<file path="src/include/canopen_consts.vh">
// Purpose: Shared constants of the CANopen SDO read server.
// Assumes: Byte offsets on the register bus, 8-bit node numbers.
// Notes:   Node value 8'hff stands for the setting -1.
`ifndef CANOPEN_CONSTS_VH
`define CANOPEN_CONSTS_VH
// Register byte offsets
`define REG_PORT_SEL     6'h00
`define REG_NODE_NUM     6'h04
`define REG_BITRATE      6'h08
`define REG_SYSBUS_ID    6'h0c
`define REG_FAULT_REACT  6'h10
`define REG_STATUS       6'h14
`define REG_SDO_COUNT    6'h18
// Port selection codes and reset value
`define PORT_BUILTIN     2'h1
`define PORT_EXPANSION   2'h2
// Node number limits and reset value
`define NODE_OFF         8'hff
`define NODE_MAX         8'h7f
// Bit rate codes
`define BITRATE_MIN      4'h1
`define BITRATE_MAX      4'h8
`define BITRATE_RST      4'h6
// Fault reaction codes
`define FR_KEEP          3'h0
`define FR_FAULT         3'h1
`define FR_SWITCH_OFF    3'h2
`define FR_QSTOP_DIS     3'h3
`define FR_RAMP_FAULT    3'h4
`define FR_QSTOP_FAULT   3'h5
`define FR_RST           3'h1
// Status field positions
`define ST_ACTIVE        0
`define ST_EXP_FITTED    1
`define ST_SYSBUS_EN     2
`define ST_SDO_BUSY      3
// SDO framing
`define SDO_RX_BASE      11'h600
`define SDO_TX_BASE      11'h580
`define SDO_FRAME_LEN    4'h8
`define CS_UPLOAD_REQ    8'h40
`define CS_ABORT         8'h80
`define CS_UP_1          8'h4f
`define CS_UP_2          8'h4b
`define CS_UP_3          8'h47
`define CS_UP_4          8'h43
`define ABORT_UNSUPP     32'h06010000
// Object dictionary
`define OBJ_ABORT_OPT    16'h6007
`define IDX_MFR_LO       16'h2000
`define IDX_MFR_HI       16'h5fff
`define IDX_COMM_NIB     4'h1
`define IDX_PROF_NIB     4'h6
`endif

</file>
<file path="src/verilog/sdo_response_builder.v">
// Purpose: Packs one eight-byte SDO response or abort frame.
// Assumes: Frame byte 0 sits in bits 7:0.
// Notes:   Purely combinational; the caller registers the result.
`timescale 1ns/1ns
`default_nettype none
`include "canopen_consts.vh"
module sdo_response_builder (
	input  wire        abort,
	input  wire [2:0]  len,
	input  wire [15:0] index,
	input  wire [7:0]  sub,
	input  wire [31:0] value,
	input  wire [31:0] abort_code,
	output reg  [63:0] frame
);
	// Command specifier from the count of valid bytes
	function [7:0] cs_for_len;
		input [2:0] n;
		begin
			case (n)
				3'h1: cs_for_len = `CS_UP_1;
				3'h2: cs_for_len = `CS_UP_2;
				3'h3: cs_for_len = `CS_UP_3;
				default: cs_for_len = `CS_UP_4;
			endcase
		end
	endfunction

	// Index echoed low byte first, payload first byte in byte 4
	always @* begin
		if (abort) begin
			frame = {abort_code, sub, index[15:8], index[7:0], `CS_ABORT};
		end else begin
			frame = {value, sub, index[15:8], index[7:0], cs_for_len(len)};
		end
	end
endmodule // sdo_response_builder
`default_nettype wire

</file>
<file path="src/verilog/bus_fault_reaction.v">
// Purpose: Turns a bus failure into drive state machine commands.
// Assumes: Events and drive status come from logic on the same clock.
// Notes:   Command outputs are one-cycle pulses from flip-flops.
`timescale 1ns/1ns
`default_nettype none
`include "canopen_consts.vh"
module bus_fault_reaction (
	input  wire       core_clk,
	input  wire       srst,
	input  wire       bus_fail,
	input  wire [2:0] reaction,
	input  wire       remote_ctrl,
	input  wire       drive_stopped,
	output reg        cmd_fault,
	output reg        cmd_disable_voltage,
	output reg        cmd_quick_stop,
	output reg        cmd_disable_op,
	output reg        to_switch_on_disabled,
	output reg        waiting_stop
);
	// Stopping reactions only apply under remote control
	wire staged = remote_ctrl;

	// Issue commands, then wait for standstill where a fault follows
	always @(posedge core_clk) begin
		if (srst) begin
			cmd_fault <= 1'b0;
			cmd_disable_voltage <= 1'b0;
			cmd_quick_stop <= 1'b0;
			cmd_disable_op <= 1'b0;
			to_switch_on_disabled <= 1'b0;
			waiting_stop <= 1'b0;
		end else begin
			cmd_fault <= 1'b0;
			cmd_disable_voltage <= 1'b0;
			cmd_quick_stop <= 1'b0;
			cmd_disable_op <= 1'b0;
			to_switch_on_disabled <= 1'b0;
			if (waiting_stop && drive_stopped) begin
				// Stopped: now enter the fault state
				cmd_fault <= 1'b1;
				waiting_stop <= 1'b0;
			end else if (bus_fail) begin
				case (reaction)
					`FR_FAULT: cmd_fault <= 1'b1;
					`FR_SWITCH_OFF: begin
						cmd_disable_voltage <= staged;
						to_switch_on_disabled <= staged;
					end
					`FR_QSTOP_DIS: begin
						cmd_quick_stop <= staged;
						to_switch_on_disabled <= staged;
					end
					`FR_RAMP_FAULT: begin
						cmd_disable_op <= staged;
						waiting_stop <= staged;
					end
					`FR_QSTOP_FAULT: begin
						cmd_quick_stop <= staged;
						waiting_stop <= staged;
					end
					default: ; // Keep operating point
				endcase
			end
		end
	end
endmodule // bus_fault_reaction
`default_nettype wire

</file>
<file path="src/verilog/canopen_sdo_server.v">
// Purpose: CANopen node settings, bus failure handling and SDO upload server.
// Assumes: CAN controller frames and dictionary answers on core_clk.
// Notes:   Registers on Avalon-MM; one answer cycle after each request.
//
// Overview of operation
// - Port change only with both IDs at -1
// - Expansion port needs fitted module; built-in default
// - Port reads 1 until rewritten to 2
// - Expansion port: own rate, system bus locked (code drives the chosen port with the one CANopen bit rate register)
// - Six bus events count as bus failure
// - Reaction 0 keeps point, 1 faults
// - Reactions 2,3 stop to switch-on-disabled
// - Reactions 4,5 stop, then fault
// - Reactions 2 to 5 depend on control location
// - Reaction shared with abort option object
// - Objects addressed by index and sub-index
// - Service identifier is base plus node
// - Index ranges classify objects
// - Up to four bytes expedited, larger segmented (code aborts larger objects instead)
// - Exactly one server SDO channel
// - Eight-byte SDO frame layout
// - Request 0x600, response 0x580 plus node
// - Response echoes index, data from byte 4
// - Specifier encodes count of valid bytes
// - Node -1 off, 0 refused, max 127
// - Node change restarts communication only
// - Bit rate codes 1 to 8, default 6
// - Failed access answered by abort frame
//
// Implementation choices: the register offsets and the Avalon-MM slave port.
`timescale 1ns/1ns
`default_nettype none
`include "canopen_consts.vh"
module canopen_sdo_server (
	input  wire        core_clk,
	input  wire        srst,
	// Avalon-MM slave
	input  wire [5:0]  avs_address,
	input  wire        avs_read,
	input  wire        avs_write,
	input  wire [31:0] avs_writedata,
	input  wire [3:0]  avs_byteenable,
	output reg  [31:0] avs_readdata,
	output reg         avs_waitrequest,
	// Straps and drive status
	input  wire        expansion_fitted,
	input  wire        remote_ctrl,
	input  wire        drive_stopped,
	// Bus failure events, one-cycle pulses
	input  wire        bus_off,
	input  wire        guard_lost,
	input  wire        heartbeat_lost,
	input  wire        sync_err,
	input  wire        rpdo_len_err,
	input  wire        nmt_left_op,
	// Abort option object written from the dictionary side
	input  wire        abort_opt_wr,
	input  wire [2:0]  abort_opt_data,
	// Received frame on the request channel
	input  wire        rx_valid,
	input  wire [10:0] rx_id,
	input  wire [3:0]  rx_dlc,
	input  wire [63:0] rx_data,
	// Response channel frame
	output reg         tx_valid,
	input  wire        tx_ready,
	output reg  [10:0] tx_id,
	output reg  [63:0] tx_data,
	// Dictionary lookup
	output reg         od_req,
	output reg  [15:0] od_index,
	output reg  [7:0]  od_sub,
	output reg  [1:0]  od_class,
	input  wire        od_ack,
	input  wire [31:0] od_value,
	input  wire [2:0]  od_len,
	input  wire        od_err,
	input  wire [31:0] od_abort_code,
	// Link and drive control
	output reg  [1:0]  can_port,
	output reg  [3:0]  can_bitrate,
	output reg         sysbus_enable,
	output reg         canopen_restart,
	output wire        cmd_fault,
	output wire        cmd_disable_voltage,
	output wire        cmd_quick_stop,
	output wire        cmd_disable_op,
	output wire        to_switch_on_disabled
);
	// Server states, one-hot
	localparam [2:0] S_IDLE   = 3'b001;
	localparam [2:0] S_LOOKUP = 3'b010;
	localparam [2:0] S_SEND   = 3'b100;

	// Setting registers and counters
	reg  [1:0]  port_sel;       // CAN port selection
	reg  [7:0]  node_num;       // CANopen node number
	reg  [3:0]  bitrate;        // Bit rate code
	reg  [7:0]  sysbus_id;      // System bus node identifier
	reg  [2:0]  fault_react;    // Bus failure reaction
	reg  [7:0]  restart_cnt;    // Count of communication restarts
	reg  [15:0] read_cnt;       // Served uploads
	reg  [15:0] abort_cnt;      // Abort frames sent
	// Strap synchroniser
	reg         fit_meta;       // First stage, read only by fit_sync
	reg         fit_sync;       // Expansion module present
	// Server state
	reg  [2:0]  state;          // One-hot server state
	reg  [15:0] req_index;      // Latched request index
	reg  [7:0]  req_sub;        // Latched request sub-index
	reg         resp_abort;     // Response is an abort
	reg  [2:0]  resp_len;       // Valid byte count
	reg  [31:0] resp_value;     // Response payload
	reg  [31:0] resp_code;      // Abort code
	wire [63:0] resp_frame;     // Packed response
	wire        waiting_stop;   // Fault module awaiting standstill

	// Service identifier from a base and the node number
	function [10:0] cob_id;
		input [10:0] base;
		input [7:0]  node;
		begin
			cob_id = base + {4'h0, node[6:0]};
		end
	endfunction

	// Object class: 1 comm, 2 manufacturer, 3 profile, 0 other
	function [1:0] obj_class;
		input [15:0] idx;
		begin
			if (idx[15:12] == `IDX_COMM_NIB) begin
				obj_class = 2'h1;
			end else if (idx >= `IDX_MFR_LO && idx <= `IDX_MFR_HI) begin
				obj_class = 2'h2;
			end else if (idx[15:12] == `IDX_PROF_NIB) begin
				obj_class = 2'h3;
			end else begin
				obj_class = 2'h0;
			end
		end
	endfunction

	// Node value accepted: off, or 1 to 127
	function node_ok;
		input [7:0] v;
		begin
			node_ok = (v == `NODE_OFF) || (v != 8'h00 && v <= `NODE_MAX);
		end
	endfunction

	wire node_active = (node_num != `NODE_OFF);
	wire both_off    = (node_num == `NODE_OFF) && (sysbus_id == `NODE_OFF);
	wire exp_sel     = (port_sel == `PORT_EXPANSION);
	wire bus_fail    = bus_off | guard_lost | heartbeat_lost
	                 | sync_err | rpdo_len_err | nmt_left_op;
	wire acc         = !avs_waitrequest;                      // Access completes this edge
	wire do_wr       = avs_write && acc && avs_byteenable[0];
	wire [7:0] wr8   = avs_writedata[7:0];
	wire sdo_match   = rx_valid && node_active
	                 && rx_id == cob_id(`SDO_RX_BASE, node_num)
	                 && rx_dlc == `SDO_FRAME_LEN;

	// Strap from a pin passes two flops before use
	always @(posedge core_clk) begin
		if (srst) begin
			fit_meta <= 1'b0;
			fit_sync <= 1'b0;
		end else begin
			fit_meta <= expansion_fitted;
			fit_sync <= fit_meta;
		end
	end

	// Waitrequest drops for one cycle after each request is seen
	always @(posedge core_clk) begin
		if (srst) begin
			avs_waitrequest <= 1'b1;
		end else if ((avs_read || avs_write) && avs_waitrequest) begin
			avs_waitrequest <= 1'b0;
		end else begin
			avs_waitrequest <= 1'b1;
		end
	end

	// Read data captured while waitrequest is high, held through the answer
	always @(posedge core_clk) begin
		if (srst) begin
			avs_readdata <= 32'h00000000;
		end else if (avs_read && avs_waitrequest) begin
			if (avs_address == `REG_PORT_SEL) begin
				avs_readdata <= {30'h0, port_sel};
			end else if (avs_address == `REG_NODE_NUM) begin
				avs_readdata <= {24'h0, node_num};
			end else if (avs_address == `REG_BITRATE) begin
				avs_readdata <= {28'h0, bitrate};
			end else if (avs_address == `REG_SYSBUS_ID) begin
				avs_readdata <= {24'h0, sysbus_id};
			end else if (avs_address == `REG_FAULT_REACT) begin
				avs_readdata <= {29'h0, fault_react};
			end else if (avs_address == `REG_STATUS) begin
				avs_readdata <= {16'h0, restart_cnt, 3'h0, waiting_stop,
				                 state != S_IDLE, sysbus_enable, fit_sync, node_active};
			end else if (avs_address == `REG_SDO_COUNT) begin
				avs_readdata <= {abort_cnt, read_cnt};
			end else begin
				// Unmapped offsets read as zero
				avs_readdata <= 32'h00000000;
			end
		end
	end

	// Node settings; illegal values are dropped without a change
	always @(posedge core_clk) begin
		if (srst) begin
			port_sel <= `PORT_BUILTIN;
			node_num <= `NODE_OFF;
			bitrate <= `BITRATE_RST;
			sysbus_id <= `NODE_OFF;
		end else if (do_wr) begin
			if (avs_address == `REG_PORT_SEL) begin
				// With both IDs at -1: built-in allowed; expansion only with module fitted
				if (both_off && (wr8[1:0] == `PORT_BUILTIN
				    || (wr8[1:0] == `PORT_EXPANSION && fit_sync)) && wr8[7:2] == 6'h0) begin
					port_sel <= wr8[1:0];
				end
			end else if (avs_address == `REG_NODE_NUM) begin
				if (node_ok(wr8)) begin
					node_num <= wr8;
				end
			end else if (avs_address == `REG_BITRATE) begin
				if (wr8 >= {4'h0, `BITRATE_MIN} && wr8 <= {4'h0, `BITRATE_MAX}) begin
					bitrate <= wr8[3:0];
				end
			end else if (avs_address == `REG_SYSBUS_ID) begin
				// Locked at -1 while the expansion port carries the link
				if (!exp_sel && node_ok(wr8)) begin
					sysbus_id <= wr8;
				end
			end
		end
	end

	// Reaction has one store reached from the bus and from the object
	always @(posedge core_clk) begin
		if (srst) begin
			fault_react <= `FR_RST;
		end else if (abort_opt_wr && abort_opt_data <= `FR_QSTOP_FAULT) begin
			fault_react <= abort_opt_data;
		end else if (do_wr && avs_address == `REG_FAULT_REACT
		             && wr8 <= {5'h0, `FR_QSTOP_FAULT}) begin
			fault_react <= wr8[2:0];
		end
	end

	// Link control outputs and restart pulse on node or rate change
	always @(posedge core_clk) begin
		if (srst) begin
			can_port <= `PORT_BUILTIN;
			can_bitrate <= `BITRATE_RST;
			sysbus_enable <= 1'b0;
			canopen_restart <= 1'b0;
			restart_cnt <= 8'h00;
		end else begin
			can_port <= port_sel;
			// The CANopen rate drives the chosen port
			can_bitrate <= bitrate;
			sysbus_enable <= !exp_sel && sysbus_id != `NODE_OFF;
			canopen_restart <= 1'b0;
			if (do_wr && ((avs_address == `REG_NODE_NUM && node_ok(wr8) && wr8 != node_num)
			    || (avs_address == `REG_BITRATE && wr8 >= {4'h0, `BITRATE_MIN}
			        && wr8 <= {4'h0, `BITRATE_MAX} && wr8[3:0] != bitrate))) begin
				// Only communication restarts, the drive keeps running
				canopen_restart <= 1'b1;
				restart_cnt <= restart_cnt + 8'h01;
			end
		end
	end

	// Single server channel: one request in flight, others dropped
	always @(posedge core_clk) begin
		if (srst) begin
			state <= S_IDLE;
			req_index <= 16'h0000;
			req_sub <= 8'h00;
			resp_abort <= 1'b0;
			resp_len <= 3'h0;
			resp_value <= 32'h00000000;
			resp_code <= 32'h00000000;
			od_req <= 1'b0;
			od_index <= 16'h0000;
			od_sub <= 8'h00;
			od_class <= 2'h0;
			tx_valid <= 1'b0;
			tx_id <= 11'h000;
			tx_data <= 64'h0;
			read_cnt <= 16'h0000;
			abort_cnt <= 16'h0000;
		end else if (canopen_restart || !node_active) begin
			// Restart or deactivation discards any open transfer
			state <= S_IDLE;
			od_req <= 1'b0;
			tx_valid <= 1'b0;
		end else begin
			case (state)
				S_IDLE: begin
					if (sdo_match) begin
						// Index low byte first, sub-index in byte 3
						req_index <= {rx_data[23:16], rx_data[15:8]};
						req_sub <= rx_data[31:24];
						if (rx_data[7:0] != `CS_UPLOAD_REQ) begin
							// Downloads and segments are not served here
							resp_abort <= 1'b1;
							resp_code <= `ABORT_UNSUPP;
							state <= S_SEND;
						end else if ({rx_data[23:16], rx_data[15:8]} == `OBJ_ABORT_OPT
						             && rx_data[31:24] == 8'h00) begin
							// Reaction served locally from its own store
							resp_abort <= 1'b0;
							resp_len <= 3'h2;
							resp_value <= {29'h0, fault_react};
							state <= S_SEND;
						end else begin
							od_req <= 1'b1;
							od_index <= {rx_data[23:16], rx_data[15:8]};
							od_sub <= rx_data[31:24];
							od_class <= obj_class({rx_data[23:16], rx_data[15:8]});
							state <= S_LOOKUP;
						end
					end
				end
				S_LOOKUP: begin
					if (od_ack) begin
						od_req <= 1'b0;
						if (od_err) begin
							resp_abort <= 1'b1;
							resp_code <= od_abort_code;
						end else if (od_len == 3'h0 || od_len > 3'h4) begin
							// Larger objects need segmented transfer
							resp_abort <= 1'b1;
							resp_code <= `ABORT_UNSUPP;
						end else begin
							resp_abort <= 1'b0;
							resp_len <= od_len;
							resp_value <= od_value;
						end
						state <= S_SEND;
					end
				end
				S_SEND: begin
					if (!tx_valid) begin
						tx_valid <= 1'b1;
						tx_id <= cob_id(`SDO_TX_BASE, node_num);
						tx_data <= resp_frame;
					end else if (tx_ready) begin
						tx_valid <= 1'b0;
						state <= S_IDLE;
						if (resp_abort) begin
							abort_cnt <= abort_cnt + 16'h0001;
						end else begin
							read_cnt <= read_cnt + 16'h0001;
						end
					end
				end
				default: state <= S_IDLE;
			endcase
		end
	end

	// Response framing
	sdo_response_builder u_builder (
		.abort      (resp_abort),
		.len        (resp_len),
		.index      (req_index),
		.sub        (req_sub),
		.value      (resp_value),
		.abort_code (resp_code),
		.frame      (resp_frame)
	);

	// Bus failure reaction
	bus_fault_reaction u_fault (
		.core_clk              (core_clk),
		.srst                  (srst),
		.bus_fail              (bus_fail),
		.reaction              (fault_react),
		.remote_ctrl           (remote_ctrl),
		.drive_stopped         (drive_stopped),
		.cmd_fault             (cmd_fault),
		.cmd_disable_voltage   (cmd_disable_voltage),
		.cmd_quick_stop        (cmd_quick_stop),
		.cmd_disable_op        (cmd_disable_op),
		.to_switch_on_disabled (to_switch_on_disabled),
		.waiting_stop          (waiting_stop)
	);
endmodule // canopen_sdo_server
`default_nettype wire

</file>
<file path="config.mk">
export PLATFORM = sky130hd
export DESIGN_NAME = canopen_sdo_server
export DESIGN_NICKNAME = d
export VERILOG_FILES = /design/src/verilog/sdo_response_builder.v /design/src/verilog/bus_fault_reaction.v /design/src/verilog/canopen_sdo_server.v
export VERILOG_INCLUDE_DIRS = /design/src /design/src/include
export SDC_FILE = /design/constraint.sdc
export NUM_CORES = 1
export LEC_CHECK = 0
export ABC_CLOCK_PERIOD_IN_PS = 2530
export BUFFER_PORTS_ARGS = -buffer_cell sky130_fd_sc_hd__buf_2
export CAP_MARGIN = 30
export CORE_UTILIZATION = 52
export DETAILED_ROUTE_END_ITERATION = 12
export GPL_ROUTABILITY_DRIVEN = 0
export PLACE_DENSITY = 0.78
export SETUP_SLACK_MARGIN = 0.2
export SLEW_MARGIN = 40
export SYNTH_ARGS = -nofsm -noshare
export SYNTH_HDL_FRONTEND = slang
export SYNTH_SLANG_ARGS = --single-unit
</file>
<file path="constraint.sdc">
create_clock -name core_clk -period 2.53 [get_ports core_clk]
set_clock_uncertainty 0.15 [all_clocks]
set_input_delay 0.1265 -clock core_clk [delete_from_list [all_inputs] [get_ports core_clk]]
set_output_delay 0.1265 -clock core_clk [all_outputs]
set_load 0.01 [all_outputs]
</file>
==> qor.csv, run 1 <==
metric;value;unit
status;completed;
tightestPinTransition;0.686;ns
grt_max_degree;111;
fillers;1600;
wl_per_cell;18.9;um
vias;12240;
start_util;53.2;%
numCtsBuffers;31;
slowest_stage;or3b_1;
pwr-share-clk;46.0;%
synthArstFlopShare;0;%
p_sw;2.17;mW
arrival;2.70;ns
ant_nets;0;
synth.distinct_cells;69;
swShare;21.5;%
synth_top_area_share;48.6;%
peakVddDrop;0.498;mV
grt_pass1_wl;58500;um
power.share.sequential;47.9;%
drt_iter0_markers;1296;
io_pins;358;
clk_pin_slew;0.06;ns
cts_max_path_buffers;3;
setup_viol;0;
multiInputGateArea;0.00612;mm2
placedInstanceArea;0.0145;mm2
drive_gt1_share;26.1;%
fmax;0.423;GHz
fin_nets;2031;
first_pass_iters;6;
final_cell_area;0.0174;mm2
synthFlopType;dfxtp_1;
ys_seq_area_share;48.6;%
power_density;582;mW/mm2
hp-class;in2reg;
p_leak;7.32;nW
cp_max_fo;7;
synth_edf_count;0;
viasPerCell;5.67;
fin_tns_setup;0;ns
crit_required;2.87;ns
area_delta_synth_final;38.1;%
netlist_instances;1388;
critical-path-max-stage-delay;0.38;ns
synth_area;0.0126;mm2
hold_viol;0;
postSynthAreaPerCell;9.05;um2
place_hpwl;23300;um
rsz0062_at_grt;true;
routed_wl;40800;um
grtUsageTotal;29.4;%
cp_cell_sequence;or3b_1 > or3_1 > o21ai_2 > o2111ai_4 > buf_6 > clkbuf_16 > nor4b_2 > a31o_1;
regArea;0.00612;mm2
die_y;157;um
yosysWarnings;0;
rows;56;
p_int;7.93;mW
synth_top_cell_by_area;dfxtp_1;
rrSetupSlack;0.17;ns
synth_seq_cells;305;
overflow;0;
drv_slew;0;
slew_headroom;54.3;%
cp-end-kind;register;
finalCritPeriodShare;93.4;%
antenna_found_initial;1;
maxCapViolations;0;
root_buffer;clkbuf_16;
core_region_area;0.0236;mm2
combPwrFrac;6.1;%
htree_levels;1;
final_cell_mix;dfxtp_1, buf_2, nand2_1;
ys_top_cells_by_area;dfxtp_1, mux2i_1, nand2_1;
min_period;2.36;ns
die_area;0.0248;mm2
cts_tree;yes;
startpoint_type;register;
grt_pass1_vias;11603;
clock_latency;0.55;ns
drc_errors;0;
io_buffers;295;
clock-sinks;305;
crit_type;reg2reg;
die_w;157;um
[synthesized netlist by cell type, drive strengths merged, types with 2 or more instances]
cell       n
a211oi    35
a21oi    109
a221oi     2
a22o      29
a22oi      9
a31o      13
a31oi      2
a32oi      4
and2       4
and3      11
and3b      2
buf       31
clkbuf    76
dfxtp    305
ha         3
inv       12
mux2       5
mux2i    114
nand2    183
nand2b     5
nand3     44
nand3b     3
nand4     18
nand4b     2
nor2     165
nor2b      8
nor3      20
nor3b      4
nor4      14
nor4b     13
o2111ai    2
o211ai     3
o21ai     17
o221a      3
o22ai      3
o31ai      7
or2       25
or3        8
or3b       4
or4        7
xnor2     23
xor2      28
[repair_timing]
item,4_1_cts,5_1_grt
endpoints found under the setup margin,58,169
setup buffers,0,15
hold endpoints to repair,174,0
gates resized for setup,5,41
pin swaps,0,36
gates cloned,0,12
hold buffers,131,0
[per-layer routing]
metal / vias up / wire [um] / GRT usage, % / share of wire (%)
li1: 5689 / - / - / -
met4: 0 / 1780 / 12.4 / 4.4
met1: 5788 / 16300 / 36.0 / 40
met3: 146 / 3110 / 5.48 / 7.6
met5: - / 0 / 0 / 0
met2: 617 / 19600 / 50.3 / 48
[per-stage QoR]
step	worst slack [ns]	std cells	utilization (%)	hold WS, ns	total power, mW
after CTS	0.202	2130	71.3	0.0379	10.1
after detailed placement	0.143	1947	61.3	0.197	5.35
after global placement	0.169	1947	61.3	0.191	5.35
after global routing	0.0780	2158	73.5	0.0997	10.4
final	0.167	2158	73.5	0.0783	10.1
after floorplan	0.229	1390	-	0.0924	5.13
[cell families (layout without fill, tap and decap cells)]
logic type / after synthesis / count (layout) / synth area share [%]
AND/OR/NAND/NOR: 545 / 545 / 21.0
AO/OA/AOI/OAI: 245 / 246 / 12.9
buffers and inverters: 119 / 566 / 4.10
multiplexers: 119 / 119 / 9.53
other: 1 / 4 / 0.0298
flip-flops: 305 / 305 / 48.6
XOR/XNOR: 51 / 51 / 3.56
adder cells (fa/ha/maj): 3 / 3 / 0.299
[path summary, 6_finish.rpt]
| check | from | end | depth (start not counted) |
|---|---|---|---|
| max | state[2] | resp_value[14] | 8 |
| max reg2reg | state[2] | resp_value[14] | 8 |
| min reg2reg | resp_value[24] | resp_value[24] | 2 |
| min | avs_address[4] | avs_readdata[1] | 5 |
[power groups by stage]
stage	Combinational (mW)	Sequential, mW	Clock (mW)
CTS	0.583	4.83	4.68
global route	0.655	4.83	4.90
detailed placement	0.415	4.94	0
global placement	0.410	4.94	0
floorplan	0.200	4.93	0
finish	0.617	4.84	4.65
[final cells by class]
cell class,instances,area share [%]
Timing Repair Buffer,502,21.0
Sequential cell,305,35.3
Clock buffer,46,5.14
Multi-Input combinational cell,967,35.3
Tap cell,319,2.30
Antenna cell,1,0.0144
Inverter,12,0.260
Clock inverter,6,0.764
[worst max-delay path: cells and delay by family, from the launching register on]
family / cells / cell delay (ns)
DFF: 1 / 0.32
buffers and inverters: 2 / 0.37
and+or+nand+nor: 3 / 1.00
AOI/OAI and AO/OA: 3 / 0.48
[state kept, by name, summed over array words and instances (netlist names), 8 cells and up]
name and cells:
abort_cnt 16, avs_readdata 32, node_num 8, od_index 16, od_sub 8, read_cnt 16, req_index 16, req_sub 8
resp_code 32, resp_value 32, restart_cnt 8, sysbus_id 8, tx_data 60, tx_id 8
(Power assumes the default switching activity.)
==> run 2, diff against run 1 <==
--- a/config.mk
+++ b/config.mk
@@ -9,10 +9,12 @@
 export ABC_CLOCK_PERIOD_IN_PS = 2530
 export BUFFER_PORTS_ARGS = -buffer_cell sky130_fd_sc_hd__buf_2
 export CAP_MARGIN = 30
-export CORE_UTILIZATION = 52
+export CELL_PAD_IN_SITES_DETAIL_PLACEMENT = 0
+export CELL_PAD_IN_SITES_GLOBAL_PLACEMENT = 1
+export CORE_UTILIZATION = 39
 export DETAILED_ROUTE_END_ITERATION = 12
 export GPL_ROUTABILITY_DRIVEN = 0
-export PLACE_DENSITY = 0.78
+export PLACE_DENSITY = 0.79
 export SETUP_SLACK_MARGIN = 0.2
 export SLEW_MARGIN = 40
 export SYNTH_ARGS = -nofsm -noshare
==> run 2 against run 1 <==
Clock power rose by 12%. Combinational power fell by 3.9%. Sequential power barely moved. Via count fell by 5.4%. Register-to-register slack barely moved. Global-route usage fell by 7.1 points. Routed wire length fell by 7.3%. Setup slack got worse by 0.0090 ns. Maximum frequency fell by 0.38%. Flip-flop and latch count did not move. Critical path type unchanged. Core utilization fell by 19 points. First-iteration DRC count fell by 47%. Critical endpoint is now resp_value[13].
==> qor.csv, run 2 (synthesis results as in run 1) <==
metric;value;unit;change
status;completed;;
drc_errors;0;;unchanged
ant_nets;0;;unchanged
finalCritPeriodShare;93.8;%;+0.35 points
crit_type;reg2reg;;
largest_reg_flops;60;;unchanged
rsz0062_at_grt;true;;
drt_iter0_markers;692;;-47%
start_util;39.7;%;-13 points
drv_slew;0;;unchanged
slew_headroom;56.6;%;+2.3 points
die_w;181;um;+15%
crit_required;2.80;ns;-0.07 ns
fin_nets;2015;;-0.79%
vias;11579;;-5.4%
die_area;0.0329;mm2;+33%
grt_pass1_wl;59500;um;+1.7%
combPwrFrac;5.6;%;-0.5 points
grt_pass1_vias;11137;;-4.0%
overflow;0;;unchanged
p_int;8.31;mW;+4.8%
die_y;181;um;+15%
power.share.sequential;45.5;%;-2.4 points
fin_cells;2232;;+3.4%
place_hpwl;25100;um;+7.8%
power_density;611;mW/mm2;+5.0%
peakVddDrop;0.402;mV;-19%
cp_max_fo;27;;+20
final_cell_mix;dfxtp_1, buf_2, nand2_1;;
min_delay_path_depth;5;;unchanged
io_pins;358;;unchanged
cts_tree;yes;;
numCtsBuffers;35;;+13%
tightestPinTransition;0.651;ns;-0.0346 ns
cp-end-kind;register;;
antenna_found_initial;2;;+1
top_register;tx_data;;
clock_latency;0.50;ns;-0.05 ns
arrival;2.64;ns;-0.06 ns
core_region_area;0.0316;mm2;+34%
viasPerCell;5.19;;-8.5%
root_buffer;clkbuf_16;;
first_pass_iters;5;;-1
pre_cts_slack;0.0561;ns;-0.0866 ns
rows;65;;+16%
routed_wl;37800;um;-7.3%
wl_per_cell;16.9;um;-10%
hp-class;in2reg;;
setup_viol;0;;unchanged
placed_cells;2035;;+4.5%
layout_commonest_cell;dfxtp_1;;
p_sw;2.31;mW;+6.2%
rr_worst_depth;7;;-1
fin_tns_setup;0;ns;unchanged
min_period;2.37;ns;+0.00895 ns
grt_max_degree;110;;-0.90%
htree_levels;2;;+1
io_buffers;295;;unchanged
clock-sinks;305;;unchanged
pwr-share-clk;48.9;%;+2.9 points
fmax;0.422;GHz;-0.38%
power.total;10.6;mW;+5.1%
p_leak;7.25;nW;-0.94%
drive_gt1_share;26.1;%;+0.033 points
grtUsageTotal;22.2;%;-7.1 points
area_delta_synth_final;38.2;%;about the same
setup_ws;0.158;ns;-0.00895 ns
swShare;21.7;%;+0.23 points
hold_viol;0;;unchanged
cts_max_path_buffers;3;;unchanged
maxCapViolations;0;;unchanged
clk_pin_slew;0.06;ns;about the same
startpoint_type;register;;
run 2: cell count changes in the layout (fill, tap and decap cells not counted), moves of 3 or more:
cell	previous run	this run
buf_6	10	3
clkbuf_8	6	12
dfxtp_1	295	300
clkbuf_1	9	4
dlygate4sd3_1	130	123
dfxtp_2	10	4
clkinv_2	1	4
nor4b_4	4	0
nor4b_2	6	10
run 2: critical path, stage by stage (launching register included):
cell and delay (ns):
dfxtp_4 0.34, or3b_4 0.40, or3_4 0.39, o21ai_4 0.17
o2111ai_4 0.20, buf_12 0.24, or2_0 0.23, a21oi_1 0.15
run 2: final timing paths:
path	from	end	slack (ns)
hold / removal	avs_address[1]	avs_readdata[1]	0.03
hold reg to reg	fit_meta	fit_sync	0.30
setup / recovery	state[1]	resp_value[13]	0.16
setup reg to reg	state[1]	resp_value[13]	0.16
run 2: layout make-up:
cell class	count	area [um2]
inverters	12	45.0
repair buffers	483	3420
diodes	2	5.00
clock inverters	10	114
fillers	2835	14300
multi-input cells	966	6070
flip-flops and latches	305	6110
well taps	402	503
clock buffers	52	1090
run 2: per-stage QoR:
stage          instance area (um2)  utilization, %  hold WS [ns]
3_3_place_gp                 14700            46.3         0.195
6_report                     17400            54.9        0.0285
4_1_cts                      17200            54.4       0.00404
2_1_floorplan                12600               -        0.0924
5_1_grt                      17400            54.9        0.0340
3_5_place_dp                 14700            46.3         0.197
run 2: metal layers:
layer	wire [um]	GRT usage [%]	vias up	share of wire, %
li1	-	-	5677	-
met2	17500	37.3	360	46
met1	17200	28.9	5471	46
met3	2080	3.85	71	5.5
met5	0	0	-	0
met4	984	7.46	0	2.6
run 2: power groups by stage:
stage | combinational (mW) | clock [mW] | sequential (mW)
floorplan | 0.200 | 0 | 4.93
global placement | 0.430 | 0 | 4.94
detailed placement | 0.431 | 0 | 4.94
CTS | 0.588 | 5.33 | 4.83
global route | 0.638 | 5.51 | 4.83
finish | 0.593 | 5.19 | 4.83
run 2: repair_timing:
action / in CTS / in global routing
gates cloned: 2 / 2
endpoints found under the hold margin: 169 / 0
pin swaps: 1 / 14
setup buffers: 3 / 3
resized for setup: 9 / 21
setup endpoints to repair: 48 / 134
hold buffers: 123 / 0
==> run 3, diff against run 2 <==
--- a/config.mk
+++ b/config.mk
@@ -7,7 +7,7 @@
 export NUM_CORES = 1
 export LEC_CHECK = 0
 export ABC_CLOCK_PERIOD_IN_PS = 2530
-export BUFFER_PORTS_ARGS = -buffer_cell sky130_fd_sc_hd__buf_2
+export BUFFER_PORTS_ARGS = -buffer_cell sky130_fd_sc_hd__buf_4
 export CAP_MARGIN = 30
 export CELL_PAD_IN_SITES_DETAIL_PLACEMENT = 0
 export CELL_PAD_IN_SITES_GLOBAL_PLACEMENT = 1
==> run 3 against run 2 <==
Global-route usage up 0.27 points. Total power up 0.85%. Largest power group unchanged. Combinational power rose by 13%. Worst hold slack got worse by 0.0024 ns. Critical endpoint is now abort_cnt[15]. Critical path depth up 1. Highest routed layer unchanged. Clock power barely moved. Sequential power about the same.
==> qor.csv, run 3 (synthesis results as in run 1) <==
metric;value;unit;change
status;completed;;
fmax;0.416;GHz;-1.3%
area_delta_synth_final;43.6;%;
worst-path-buf-inv;2;;+1
layout_commonest_cell;buf_4;;
grt_pass1_vias;11016;;-1.1%
tightestPinTransition;0.665;ns;+0.0139 ns
io_pins;358;;unchanged
routed_wl;38000;um;+0.68%
min_period;2.40;ns;+0.0308 ns
rsz0062_at_grt;true;;
arrival;2.63;ns;about the same
placed_cells;2038;;+0.15%
power_density;593;mW/mm2;-3.0%
htree_levels;2;;unchanged
drive_gt1_share;26.0;%;-0.064 points
hp-class;in2reg;;
die_y;181;um;unchanged
numCtsBuffers;36;;+2.9%
p_leak;7.37;nW;+1.7%
cts_tree;yes;;
crit_family;simple AND/OR/NAND/NOR gates;;
io_buffers;295;;unchanged
peakVddDrop;0.468;mV;+17%
final_cell_mix;buf_4, dfxtp_1, nand2_1;;
grtUsageTotal;22.5;%;+0.27 points
slew_headroom;55.7;%;-0.93 points
grt_util_met2;36.8;%;-0.48 points
placedInstanceArea;0.0155;mm2;+5.5%
drc_errors;0;;unchanged
clk_pin_slew;0.06;ns;about the same
slowest_stage;nor3b_1;;
cp-end-kind;register;;
hold_viol;0;;unchanged
crit_required;2.75;ns;-0.05 ns
rows;65;;unchanged
power.total;10.7;mW;+0.85%
antenna_found_initial;0;;-2
critical-path-max-stage-delay;0.40;ns;about the same
cp_cell_sequence;buf_4 > nor3b_1 > o211ai_1 > buf_4 > nor4_2 > nand3_1 > xor2_1 > nor2_1;;
diodes;0;;-2
first_pass_iters;5;;unchanged
grt_max_degree;129;;+17%
gr-usage-met3;4.17;%;+0.32 points
crit_type;reg2reg;;
start_util;39.7;%;unchanged
cp_max_fo;6;;-78%
place_hpwl;25400;um;+1.4%
maxCapViolations;0;;unchanged
fin_tns_setup;0;ns;unchanged
hold_slack;0.0261;ns;-0.00241 ns
grt_pass1_wl;60100;um;+1.0%
core_region_area;0.0316;mm2;unchanged
gr-max-usage-layer;met2;;
fin_nets;2011;;-0.20%
root_buffer;clkbuf_16;;
met1_usage;30.3;%;+1.4 points
final_cell_area;0.0180;mm2;+3.9%
die_w;181;um;unchanged
clock_latency;0.51;ns;about the same
overflow;0;;unchanged
cts_max_path_buffers;3;;unchanged
largest_reg_flops;60;;unchanged
vias;11410;;-1.5%
startpoint_type;register;;
viasPerCell;5.13;;-1.1%
drv_slew;0;;unchanged
clock-sinks;305;;unchanged
setup_viol;0;;unchanged
crit_top_cell;buf_4;;
finalCritPeriodShare;95.0;%;+1.2 points
top_register;tx_data;;
ant_nets;0;;unchanged
wl_per_cell;17.1;um;+1.1%
fin_cells;2223;;-0.40%
die_area;0.0329;mm2;unchanged
drt_iter0_markers;592;;-14%
## run 3: cell count changes in the layout (fill, tap and decap cells not counted), sizes merged
cell and delta:
buf -3, clkbuf -3, clkinv -1, diode -2
## run 3: worst reg2reg max path: stages (launching register included)
cell,delay [ns]
dfxtp_1,0.31
buf_4,0.15
nor3b_1,0.40
o211ai_1,0.28
buf_4,0.24
nor4_2,0.39
nand3_1,0.15
xor2_1,0.16
nor2_1,0.05
## run 3: timing repair
action | 4_1_cts | 5_1_grt
hold buffers | 123 | 0
buffers inserted | 1 | 0
pin swaps | 0 | 4
endpoints found under the hold margin | 176 | 0
gates resized for setup | 9 | 16
gates cloned | 0 | 1
endpoints found under the setup margin | 84 | 131
## run 3: path summary, 6_finish.rpt
kind,startpoint,end,slack [ns],depth (start not counted)
min,bus_off,u_fault.to_switch_on_disabled,0.03,5
max reg2reg,state[0],abort_cnt[15],0.13,8
min reg2reg,req_index[15],tx_data[23],0.30,2
max,state[0],abort_cnt[15],0.13,8
## run 3: routing by layer
metal  part of all wire, %  wire length (um)
met1                    46             17500
met5                     0                 0
met2                    46             17700
met4                   2.2               852
met3                   5.4              2050
## run 3: area by class of cell
| type | instances | area, um2 |
|---|---|---|
| clock buffer | 51 | 1100 |
| clock inverter | 9 | 108 |
| fill | 2802 | 13600 |
| multi-input combinational | 966 | 6080 |
| inverter | 12 | 45.0 |
| tap | 402 | 503 |
| timing repair buffer | 478 | 4100 |
| sequential | 305 | 6110 |
## run 3: through the flow
step | utilization [%] | setup WS, ns
after floorplan | - | 0.229
after detailed placement | 48.9 | 0.0480
final | 57.0 | 0.127
after CTS | 56.7 | 0.116
after global routing | 57.0 | 0.0143
after global placement | 48.9 | 0.125
## run 3: report_power, final
part / switching (mW) / internal [mW] / leakage, nW / total (mW)
clock: 1.99 / 3.22 / 0.599 / 5.20
combinational: 0.307 / 0.363 / 4.32 / 0.670
sequential: 0.0177 / 4.82 / 2.46 / 4.84
total: 2.31 / 8.40 / 7.37 / 10.7
